File: config.mk
export PLATFORM = sky130hd
export DESIGN_NAME = psp_sfr_space
export DESIGN_NICKNAME = d
export VERILOG_FILES = /design/src/psp_pkg.sv /design/src/psp_stack_if.sv /design/src/psp_sfr_space.sv /design/src/psp_page_stack.sv
export SDC_FILE = /design/constraint.sdc
export NUM_CORES = 1
export LEC_CHECK = 0
export ABC_AREA = 1
export BUFFER_PORTS_ARGS = -buffer_cell sky130_fd_sc_hd__buf_2
export CORE_MARGIN = 10
export CORE_UTILIZATION = 35
export DETAILED_ROUTE_END_ITERATION = 10
export GPL_ROUTABILITY_DRIVEN = 0
export PLACE_DENSITY = 0.67
export SLEW_MARGIN = 20
export SYNTH_ARGS = -nofsm -noshare
export SYNTH_HDL_FRONTEND = slang
export SYNTH_HIERARCHICAL = 1
export SYNTH_SLANG_ARGS = --single-unit
File: constraint.sdc
create_clock -name ref_clk -period 2.07 [get_ports ref_clk]
set_input_delay 0.3105 -clock ref_clk [delete_from_list [all_inputs] [get_ports ref_clk]]
set_output_delay 0.3105 -clock ref_clk [all_outputs]
set_load 0.02 [all_outputs]
File: src/psp_pkg.sv
// package for the paged register space block: constants and types
// assumes a single clock domain, synchronous active-high reset
package psp_pkg;

  // ************************************************************
  // address window
  // ************************************************************
  localparam logic [7:0] PSP_WIN_LO = 8'h80;
  localparam logic [7:0] PSP_WIN_HI = 8'hff;
  localparam logic [3:0] PSP_BIT_NIB0 = 4'h0;
  localparam logic [3:0] PSP_BIT_NIB8 = 4'h8;

  // ************************************************************
  // pages
  // ************************************************************
  localparam int PSP_PAGE_W = 8;
  localparam logic [7:0] PSP_PAGE_SYS = 8'h00;
  localparam logic [7:0] PSP_PAGE_VBUS = 8'h0c;
  localparam logic [7:0] PSP_PAGE_CFG = 8'h0f;
  localparam logic [7:0] PSP_PAGE_RST = 8'h00;

  // ************************************************************
  // stack register locations, reachable on every page
  // ************************************************************
  localparam logic [7:0] PSP_ADDR_PAGE = 8'ha7;
  localparam logic [7:0] PSP_ADDR_MIDDLE = 8'h85;
  localparam logic [7:0] PSP_ADDR_BOTTOM = 8'h86;

  typedef enum logic [1:0] {
    PSP_OP_NONE,
    PSP_OP_PUSH,
    PSP_OP_POP
  } psp_op_t;

endpackage : psp_pkg

File: src/psp_stack_if.sv
// interface carrying the page stack controls between the decode and stack
// assumes both ends run on the same clock
`timescale 1ns/10ps
interface psp_stack_if;
  import psp_pkg::*;
  logic push;
  logic pop;
  logic [7:0] push_page;
  logic wr_page;
  logic wr_middle;
  logic wr_bottom;
  logic [7:0] wr_data;
  logic [7:0] page;
  logic [7:0] middle;
  logic [7:0] bottom;
  logic bottom_valid;

  modport ctrl (output push, pop, push_page, wr_page, wr_middle, wr_bottom, wr_data,
    input page, middle, bottom, bottom_valid);
  modport stack (input push, pop, push_page, wr_page, wr_middle, wr_bottom, wr_data,
    output page, middle, bottom, bottom_valid);
endinterface : psp_stack_if

File: src/psp_sfr_space.sv
// paged special function register space decode with page stack
// assumes the core gives one access per cycle and peripherals answer in the same cycle
`timescale 1ns/10ps
module psp_sfr_space
  import psp_pkg::*;
(
  // clock and reset
  input wire logic ref_clk,
  input wire logic reset,
  // core access
  input wire logic acc_valid,
  input wire logic acc_direct,
  input wire logic acc_write,
  input wire logic acc_bit,
  input wire logic [7:0] acc_addr,
  input wire logic [7:0] acc_wdata,
  // core interrupt events
  input wire logic irq_vector,
  input wire logic irq_from_vbus,
  input wire logic interrupt_return_instr,
  // peripheral side
  input wire logic [7:0] periph_rdata,
  input wire logic periph_hit,
  output logic periph_sel,
  output logic periph_write,
  output logic [7:0] periph_addr,
  output logic [7:0] periph_page,
  output logic [7:0] periph_wdata,
  // answers to the core
  output logic [7:0] acc_rdata,
  output logic acc_sfr,
  output logic acc_bit_ok,
  output logic acc_unmapped,
  output logic [7:0] page_select_reg
);

  // ************************************************************
  // decode helpers
  // ************************************************************
  function automatic logic in_window(input logic [7:0] a);
    in_window = (a >= PSP_WIN_LO) && (a <= PSP_WIN_HI);
  endfunction : in_window

  function automatic logic bit_capable(input logic [7:0] a);
    bit_capable = (a[3:0] == PSP_BIT_NIB0) || (a[3:0] == PSP_BIT_NIB8);
  endfunction : bit_capable

  function automatic logic page_populated(input logic [7:0] p);
    page_populated = (p == PSP_PAGE_SYS) || (p == PSP_PAGE_VBUS) || (p == PSP_PAGE_CFG);
  endfunction : page_populated

  // ************************************************************
  // stack
  // ************************************************************
  psp_stack_if st ();

  psp_page_stack u_stack (
    .ref_clk(ref_clk),
    .reset(reset),
    .st(st)
  );

  logic sfr_hit;
  logic stack_loc;
  logic bit_ok;
  logic wr_ok;

  // the core never vectors and returns in one cycle; return yields to entry
  always_comb begin
    sfr_hit = acc_valid && acc_direct && in_window(acc_addr);
    bit_ok = !acc_bit || bit_capable(acc_addr);
    wr_ok = sfr_hit && acc_write && bit_ok;
    stack_loc = (acc_addr == PSP_ADDR_PAGE) || (acc_addr == PSP_ADDR_MIDDLE)
      || (acc_addr == PSP_ADDR_BOTTOM);
    st.push = irq_vector;
    st.pop = interrupt_return_instr && !irq_vector;
    st.push_page = irq_from_vbus ? PSP_PAGE_VBUS : PSP_PAGE_SYS;
    st.wr_page = wr_ok && (acc_addr == PSP_ADDR_PAGE);
    st.wr_middle = wr_ok && (acc_addr == PSP_ADDR_MIDDLE);
    st.wr_bottom = wr_ok && (acc_addr == PSP_ADDR_BOTTOM);
    st.wr_data = acc_wdata;
  end

  // ************************************************************
  // registered outputs
  // ************************************************************
  // one cycle of latency on every answer so all outputs come from flops
  always_ff @(posedge ref_clk) begin
    if (reset) begin
      periph_sel <= 1'b0;
      periph_write <= 1'b0;
      periph_addr <= 8'h00;
      periph_page <= 8'h00;
      periph_wdata <= 8'h00;
    end else begin
      // peripheral select only for populated pages; periph_write is not gated by the page
      periph_sel <= sfr_hit && bit_ok && !stack_loc && page_populated(st.page);
      periph_write <= wr_ok && !stack_loc;
      periph_addr <= acc_addr;
      periph_page <= st.page;
      periph_wdata <= acc_wdata;
    end
  end

  always_ff @(posedge ref_clk) begin
    if (reset) begin
      acc_rdata <= 8'h00;
      acc_sfr <= 1'b0;
      acc_bit_ok <= 1'b0;
      acc_unmapped <= 1'b0;
    end else begin
      acc_sfr <= sfr_hit;
      acc_bit_ok <= sfr_hit && bit_ok;
      // undefined locations are flagged; they read zero only when periph_hit is low
      acc_unmapped <= sfr_hit && !stack_loc && (!page_populated(st.page) || !bit_ok);
      if (acc_addr == PSP_ADDR_PAGE) begin
        acc_rdata <= st.page;
      end else if (acc_addr == PSP_ADDR_MIDDLE) begin
        acc_rdata <= st.middle;
      end else if (acc_addr == PSP_ADDR_BOTTOM) begin
        acc_rdata <= st.bottom;
      end else begin
        acc_rdata <= periph_hit ? periph_rdata : 8'h00;
      end
    end
  end

  // mirror of the page entry, kept as its own flop for the top output
  always_ff @(posedge ref_clk) begin
    if (reset) begin
      page_select_reg <= PSP_PAGE_RST;
    end else if (st.push) begin
      page_select_reg <= st.push_page;
    end else if (st.pop) begin
      page_select_reg <= st.middle;
    end else if (st.wr_page) begin
      page_select_reg <= st.wr_data;
    end
  end

  // ************************************************************
  // checks
  // ************************************************************
  vector_page_a: assert property (@(posedge ref_clk) disable iff (reset)
    irq_vector |=> page_select_reg == ($past(irq_from_vbus) ? PSP_PAGE_VBUS : PSP_PAGE_SYS))
    else $error("wrong page after vectoring");
  nest_bottom_a: assert property (@(posedge ref_clk) disable iff (reset)
    irq_vector ##1 irq_vector |=> st.bottom == $past(page_select_reg, 2))
    else $error("nested push did not overwrite bottom");
  pop_page_a: assert property (@(posedge ref_clk) disable iff (reset)
    (interrupt_return_instr && !irq_vector) |=> page_select_reg == $past(st.middle))
    else $error("return did not restore page");
  window_hit_a: assert property (@(posedge ref_clk) disable iff (reset)
    (acc_valid && acc_direct && acc_addr[7]) |=> acc_sfr)
    else $error("window access not routed");
  low_half_a: assert property (@(posedge ref_clk) disable iff (reset)
    (!acc_addr[7]) |=> !acc_sfr)
    else $error("lower half routed to register space");
  bit_reject_a: assert property (@(posedge ref_clk) disable iff (reset)
    (acc_valid && acc_direct && acc_bit && acc_addr[7] && acc_addr[2:0] != 3'h0)
      |=> !acc_bit_ok && !periph_sel)
    else $error("bit access allowed off column zero");
  page_mirror_a: assert property (@(posedge ref_clk) disable iff (reset)
    page_select_reg == st.page)
    else $error("page mirror diverged from stack");
  reset_zero_a: assert property (@(posedge ref_clk)
    $fell(reset) |-> page_select_reg == PSP_PAGE_RST && st.middle == PSP_PAGE_RST)
    else $error("page not zero after reset");

endmodule : psp_sfr_space

File: src/psp_page_stack.sv
// three-entry page stack: page select, middle and bottom entries
// assumes push and pop are never both high in one cycle
`timescale 1ns/10ps
module psp_page_stack
  import psp_pkg::*;
(
  // clock and reset
  input wire logic ref_clk,
  input wire logic reset,
  // stack controls
  psp_stack_if.stack st
);

  logic [7:0] page_select_reg;
  logic [7:0] page_stack_middle_reg;
  logic [7:0] page_stack_bottom_reg;
  logic bottom_valid_reg;

  // ************************************************************
  // stack shifting and software writes
  // ************************************************************
  // shifts take priority: a software write in the same cycle is dropped
  always_ff @(posedge ref_clk) begin
    if (reset) begin
      page_select_reg <= PSP_PAGE_RST;
      page_stack_middle_reg <= PSP_PAGE_RST;
      page_stack_bottom_reg <= PSP_PAGE_RST;
      bottom_valid_reg <= 1'b0;
    end else if (st.push) begin
      page_select_reg <= st.push_page;
      page_stack_middle_reg <= page_select_reg;
      page_stack_bottom_reg <= page_stack_middle_reg;
      bottom_valid_reg <= 1'b1;
    end else if (st.pop) begin
      page_select_reg <= page_stack_middle_reg;
      // empty bottom gives page zero to the middle
      page_stack_middle_reg <= bottom_valid_reg ? page_stack_bottom_reg : PSP_PAGE_SYS;
      page_stack_bottom_reg <= PSP_PAGE_SYS;
      bottom_valid_reg <= 1'b0;
    end else begin
      // plain stores, no shifting
      if (st.wr_page) page_select_reg <= st.wr_data;
      if (st.wr_middle) page_stack_middle_reg <= st.wr_data;
      if (st.wr_bottom) begin
        page_stack_bottom_reg <= st.wr_data;
        bottom_valid_reg <= 1'b1;
      end
    end
  end

  assign st.page = page_select_reg;
  assign st.middle = page_stack_middle_reg;
  assign st.bottom = page_stack_bottom_reg;
  assign st.bottom_valid = bottom_valid_reg;

  // ************************************************************
  // checks
  // ************************************************************
  push_shift_a: assert property (@(posedge ref_clk) disable iff (reset)
    st.push |=> page_stack_middle_reg == $past(page_select_reg)
      && page_stack_bottom_reg == $past(page_stack_middle_reg))
    else $error("push did not shift the stack");
  pop_shift_a: assert property (@(posedge ref_clk) disable iff (reset)
    st.pop |=> page_select_reg == $past(page_stack_middle_reg))
    else $error("pop did not restore the page");
  pop_empty_a: assert property (@(posedge ref_clk) disable iff (reset)
    (st.pop && !bottom_valid_reg) |=> page_stack_middle_reg == PSP_PAGE_SYS)
    else $error("empty pop did not give page zero");
  write_noshift_a: assert property (@(posedge ref_clk) disable iff (reset)
    (st.wr_bottom && !st.push && !st.pop) |=> page_select_reg == $past(page_select_reg))
    else $error("stack write moved the page");

endmodule : psp_page_stack

# --- After elaboration in Yosys (flattened, before gate mapping) ---
# Cells that the tools add are included.
word_totals:
  output_inout_bits: 45
  elab_cells: 71
  regBits: 62
  in_bits: 34
classes:
  n_reduce_logical: 32
  n_lt_le_gt_ge: 2
  n_eq_ne: 6
  mux: 18
ops:
  columns: ["cell", "n"]
  rows:
  - ["$mux 8", 14]
  - ["$eq 8x8->1 const B", 3]
  - ["$eq 8x4->1 const B", 2]
  - ["$logic_and 1x1->1", 15]
  - ["$reduce_bool 3->1", 3]
  - ["$ge 8x8->1 const B", 1]
  - ["$le 8x8->1 const B", 1]
  - ["$logic_not 8->1", 1]
  - ["$logic_or 1x1->1", 7]
  - ["$logic_not 1->1", 5]
  - ["$eq 4x4->1 const B", 1]
  - ["$logic_not 4->1", 1]
  - ["$mux 4", 1]
  - ["$mux 1", 3]

# --- Longest topological paths before layout ---
depth:
  depth_word: 9
  mapped_depth: 11
  ltp_nobuf: 10

# --- Modules after synthesis ---
# The synthesis kept the hierarchy.
modules_own_cells:
  columns: ["module", "cells_each", "instances", "area_each_um2"]
  rows:
  - ["psp_sfr_space", 293, 1, 2075.7]
  - ["psp_page_stack", 200, 1, 1252.5]

# --- Worst setup path before layout ---
# No wires, ideal clock.
synth_path:
  path_type: "input to register"
  from: "in acc_addr[6]"
  to: "reg u_stack.page_stack_middle_reg[7], in the netlist u_stack/st.middle[7]"
  setup_slack_ps: 537
  setup_time_ps: 117
  n_path_buf: 1
  arrival_ps: 1416
  required_time_ps: 1953
  path_stages: 11
  cell_sequence: "inv_1 nand2_2 nor2_4 nand2_4 nor2_1 inv_1 nand2_1 buf_2 nand3_1 nor2_1 nor2_1"
synth_between:
  elab_chain_len: 7
  word_cells_on_any_way: 9
  cone_classes: "2 x order compare; 1 x eq/ne; 6 x reduce/logical"
synth_lines:
  columns: ["element", "line_no", "rtl"]
  rows:
  - ["start, declared", "psp_sfr_space.sv:15", "input wire logic [7:0] acc_addr,"]
  - ["$ge 8x8->1 or $le 8x8->1 (tied branches)", "psp_sfr_space.sv:41", "in_window = (a >= PSP_WIN_LO) && (a <= PSP_WIN_HI);"]
  - ["$logic_and 1x1->1", "psp_sfr_space.sv:41", null]
  - ["$logic_and 1x1->1", "psp_sfr_space.sv:70", "sfr_hit = acc_valid && acc_direct && in_window(acc_addr);"]
  - ["$logic_and 1x1->1 (2 in a row)", "psp_sfr_space.sv:72", "wr_ok = sfr_hit && acc_write && bit_ok;"]
  - ["$logic_and 1x1->1 *", "psp_sfr_space.sv:79", "st.wr_middle = wr_ok && (acc_addr == PSP_ADDR_MIDDLE);"]
  - ["named net st.wr_middle", "psp_stack_if.sv:10", "logic wr_middle;"]
  - ["$reduce_bool 3->1 (no source line) *", null, null]
  - ["end signal, assigned", "psp_page_stack.sv:31", "page_stack_middle_reg <= page_select_reg;"]
  - ["end signal, assigned", "psp_page_stack.sv:37", "page_stack_middle_reg <= bottom_valid_reg ? page_stack_bottom_reg : PSP_PAGE_SYS;"]
  - ["end signal, assigned", "psp_page_stack.sv:43", "if (st.wr_middle) page_stack_middle_reg <= st.wr_data;"]
  - ["end, declared", "psp_page_stack.sv:15", "logic [7:0] page_stack_middle_reg;"]
# Mark *: on every way through the listed nets, which the timed path passes. The rest lies on a longest branch.
# A chain may end at the register's enable or synchronous reset.

# --- Worst setup path after layout ---
layout_path:
  from: "in acc_addr[1]"
  to: "reg u_stack.page_select_reg[7], in the netlist u_stack/st.page[7]"
layout_between:
  elab_chain_len: 7
  word_cells_on_any_way: 13
  cone_classes: "2 x order compare; 2 x eq/ne; 9 x reduce/logical"
layout_lines:
  columns: ["element", "line_no", "rtl"]
  rows:
  - ["$ge 8x8->1 or $le 8x8->1 (tied branches)", "psp_sfr_space.sv:41", null]
  - ["$logic_and 1x1->1", "psp_sfr_space.sv:41", null]
  - ["$logic_and 1x1->1", "psp_sfr_space.sv:70", null]
  - ["$logic_and 1x1->1 (2 in a row)", "psp_sfr_space.sv:72", null]
  - ["$logic_and 1x1->1 *", "psp_sfr_space.sv:78", "st.wr_page = wr_ok && (acc_addr == PSP_ADDR_PAGE);"]
  - ["named net st.wr_page", "psp_stack_if.sv:9", "logic wr_page;"]
  - ["$reduce_bool 3->1 (no source line) *", null, null]
  - ["end signal, assigned", "psp_page_stack.sv:30", "page_select_reg <= st.push_page;"]
  - ["end signal, assigned", "psp_page_stack.sv:35", "page_select_reg <= page_stack_middle_reg;"]
  - ["end signal, assigned", "psp_page_stack.sv:42", "if (st.wr_page) page_select_reg <= st.wr_data;"]
  - ["end, declared", "psp_page_stack.sv:14", "logic [7:0] page_select_reg;"]
# Marks and branches as above.

==> run metrics <==
prevailing post-synth register cell=dfxtp_1; depth of the CTS H-tree=3; CTS tree=yes; CTS Root Cell=clkbuf_8; RSZ-0062 raised after global routing=no; Tot GR Track Use=0.1410; CP arrival=1.73 ns; core area=9240 um2; vias in the first global route=3,288; die area=13,810 um2; most frequent cells in the layout=nor2_1, nand2_1, buf_2; layout cells sized above 1=0.2222; maximum vdd drop=0.0003442 V; Setup violations, final=0; first-pass GRT wire length=16,210 um; worst endpoint required time=2.31 ns; Area growth syn-to-layout=23.01%; Synth cell types=28; CTS Buf Count=9; leakage=0.002078 uW; crit path time final=1.485 ns; final wirelength=9696 um; kind of end point of the critical path=flip-flop; # DRC=0; Post-synth EDFFs=0; initial antenna violation count=0; PwrDens=781.9 nW/um2; kind of critical path=in2reg; Fin Clk Skew=0.007587 ns; vias per inst=4.630; routed len/inst=13.58 um; CP Launch Type=primary input; outcome=complete, no violations; hpwl dp=7551 um; setup bufs post-CTS=0; Hold Buf Count CTS=0; commonest non-fill, non-tap cell in the layout=nor2_1; clk_lat worst skew=0.34 ns; MaxCap Viol Count=0; die height=117.5 um; worst-path cell chain=buf_2, nor2_1, nand2_1, nand2_1, nand2_2, nor4_1, inv_1, nand2_4, nand2_1, nor2_1, nor2_1; n_diodes=0; Buffers on Ports=78; Nets=615; gr ovfl total=0; fmax=673.4 MHz; worst min path class=in2reg; largest net degree at the start of global routing=25; 1st-pass router iterations=5; first-iteration detailed-routing DRC count=295; register area share after synthesis=0.4211; fraction of the cycle the final worst path needs=0.7174; # IOs=79; critical path peak fanout=16; Routed Antenna Nets=0; cts repair resizes=0; clk sinks=70; Worst-Margin Slew=0.6393 ns; site row count=35; Netlist Area Pre-Place=3328 um2; Mapped Avg Cell Area=6.751 um2; Synth async-reset ratio=0; FF+latch count, synth=70; Die X-Extent=117.5 um; CP max stage cell=nor4_1; Setup TNS=0 ns; synth warn=6; Worst path max stage delay=0.22 ns; clock-pin slew on the worst setup and hold paths=0.08 ns; Synth Instances=493; Final Hold Fails=0; clock buffer depth=2; Pins Over Slew Limit=0; post-route cell area=4094 um2; Starting Density=0.3602; Place WS=0.2183 ns; final worst slack=0.5850 ns; worst relative slew slack=0.5733; placed cell area=3872 um2; vias post-DR=3,306
==> synth_stat cells (3+ instances only) <==
cell / number / area (um2)
a21oi_1: 7 / 35.03
a21oi_2: 3 / 26.28
buf_2: 3 / 15.01
buf_6: 3 / 33.78
clkbuf_1: 6 / 22.52
dfxtp_1: 70 / 1401
inv_1: 73 / 274.0
inv_2: 3 / 11.26
nand2_1: 85 / 319.1
nand2_2: 7 / 43.79
nand2_4: 5 / 56.30
nand3_1: 35 / 175.2
nand3b_1: 3 / 22.52
nor2_1: 113 / 424.2
nor2_4: 6 / 67.56
nor3_1: 3 / 15.01
o211ai_1: 3 / 22.52
o21ai_0: 39 / 195.2
o21ai_1: 11 / 55.05
o22ai_1: 4 / 25.02
==> final cells by class <==
type	count	area, um2
Multi-Input combinational cell	337	1570
Tap cell	129	161.4
Fill cell	947	5146
Timing Repair Buffer	86	450.4
Clock inverter	5	83.83
Clock buffer	10	137.6
Sequential cell	70	1401
Inverter	77	289.0
==> metrics by stage <==
step / total power [uW] / util / hold WS (ns) / instances
2_1_floorplan: 1826 / - / 0.3898 / 498
3_3_place_gp: 1993 / 0.4191 / 0.4901 / 699
3_5_place_dp: 2003 / 0.4191 / 0.4926 / 699
4_1_cts: 3220 / 0.4431 / 0.1975 / 714
5_1_grt: 3362 / 0.4431 / 0.2024 / 714
6_report: 3201 / 0.4431 / 0.2110 / 714
==> logic make-up (layout without fill, tap and decap cells) <==
family	after synthesis	in the layout	share of synthesized area
AOI/OAI and AO/OA	67	67	0.1079
DFF	70	70	0.4211
buffers and inverters	91	178	0.1128
other	1	6	0.001127
and+or+nand+nor	264	264	0.3571
==> worst max-delay path: cells and delay by family <==
kind	cells	cell delay, ns
buffers and inverters	2	0.25
and+or+nand+nor	9	1.16
==> power breakdown <==
part / switching, uW / internal, uW
clock: 520 / 706
combinational: 318 / 165
sequential: 61.9 / 1430
==> path summary, 6_finish.rpt <==
kind	slack, ns	start	to	depth (start not counted)
max	0.58	acc_addr[1]	u_stack/st.page[7]$_SDFFE_PP0P_	11
min	0.21	acc_addr[4]	periph_addr[4]$_SDFF_PP0_	3
max reg2reg	0.96	u_stack/st.page[3]$_SDFFE_PP0P_	acc_unmapped$_SDFF_PP0_	4
min reg2reg	0.50	u_stack/st.page[7]$_SDFFE_PP0P_	periph_page[7]$_SDFF_PP0_	2
==> layer usage <==
metal / global-route usage / vias to the layer above / share of wire
met5: 0 / - / 0
met4: 0.07032 / 0 / 0.027
met3: 0.03597 / 18 / 0.055
met2: 0.2273 / 102 / 0.46
met1: 0.1697 / 1499 / 0.45
li1: - / 1687 / -
(Power assumes the default switching activity.)
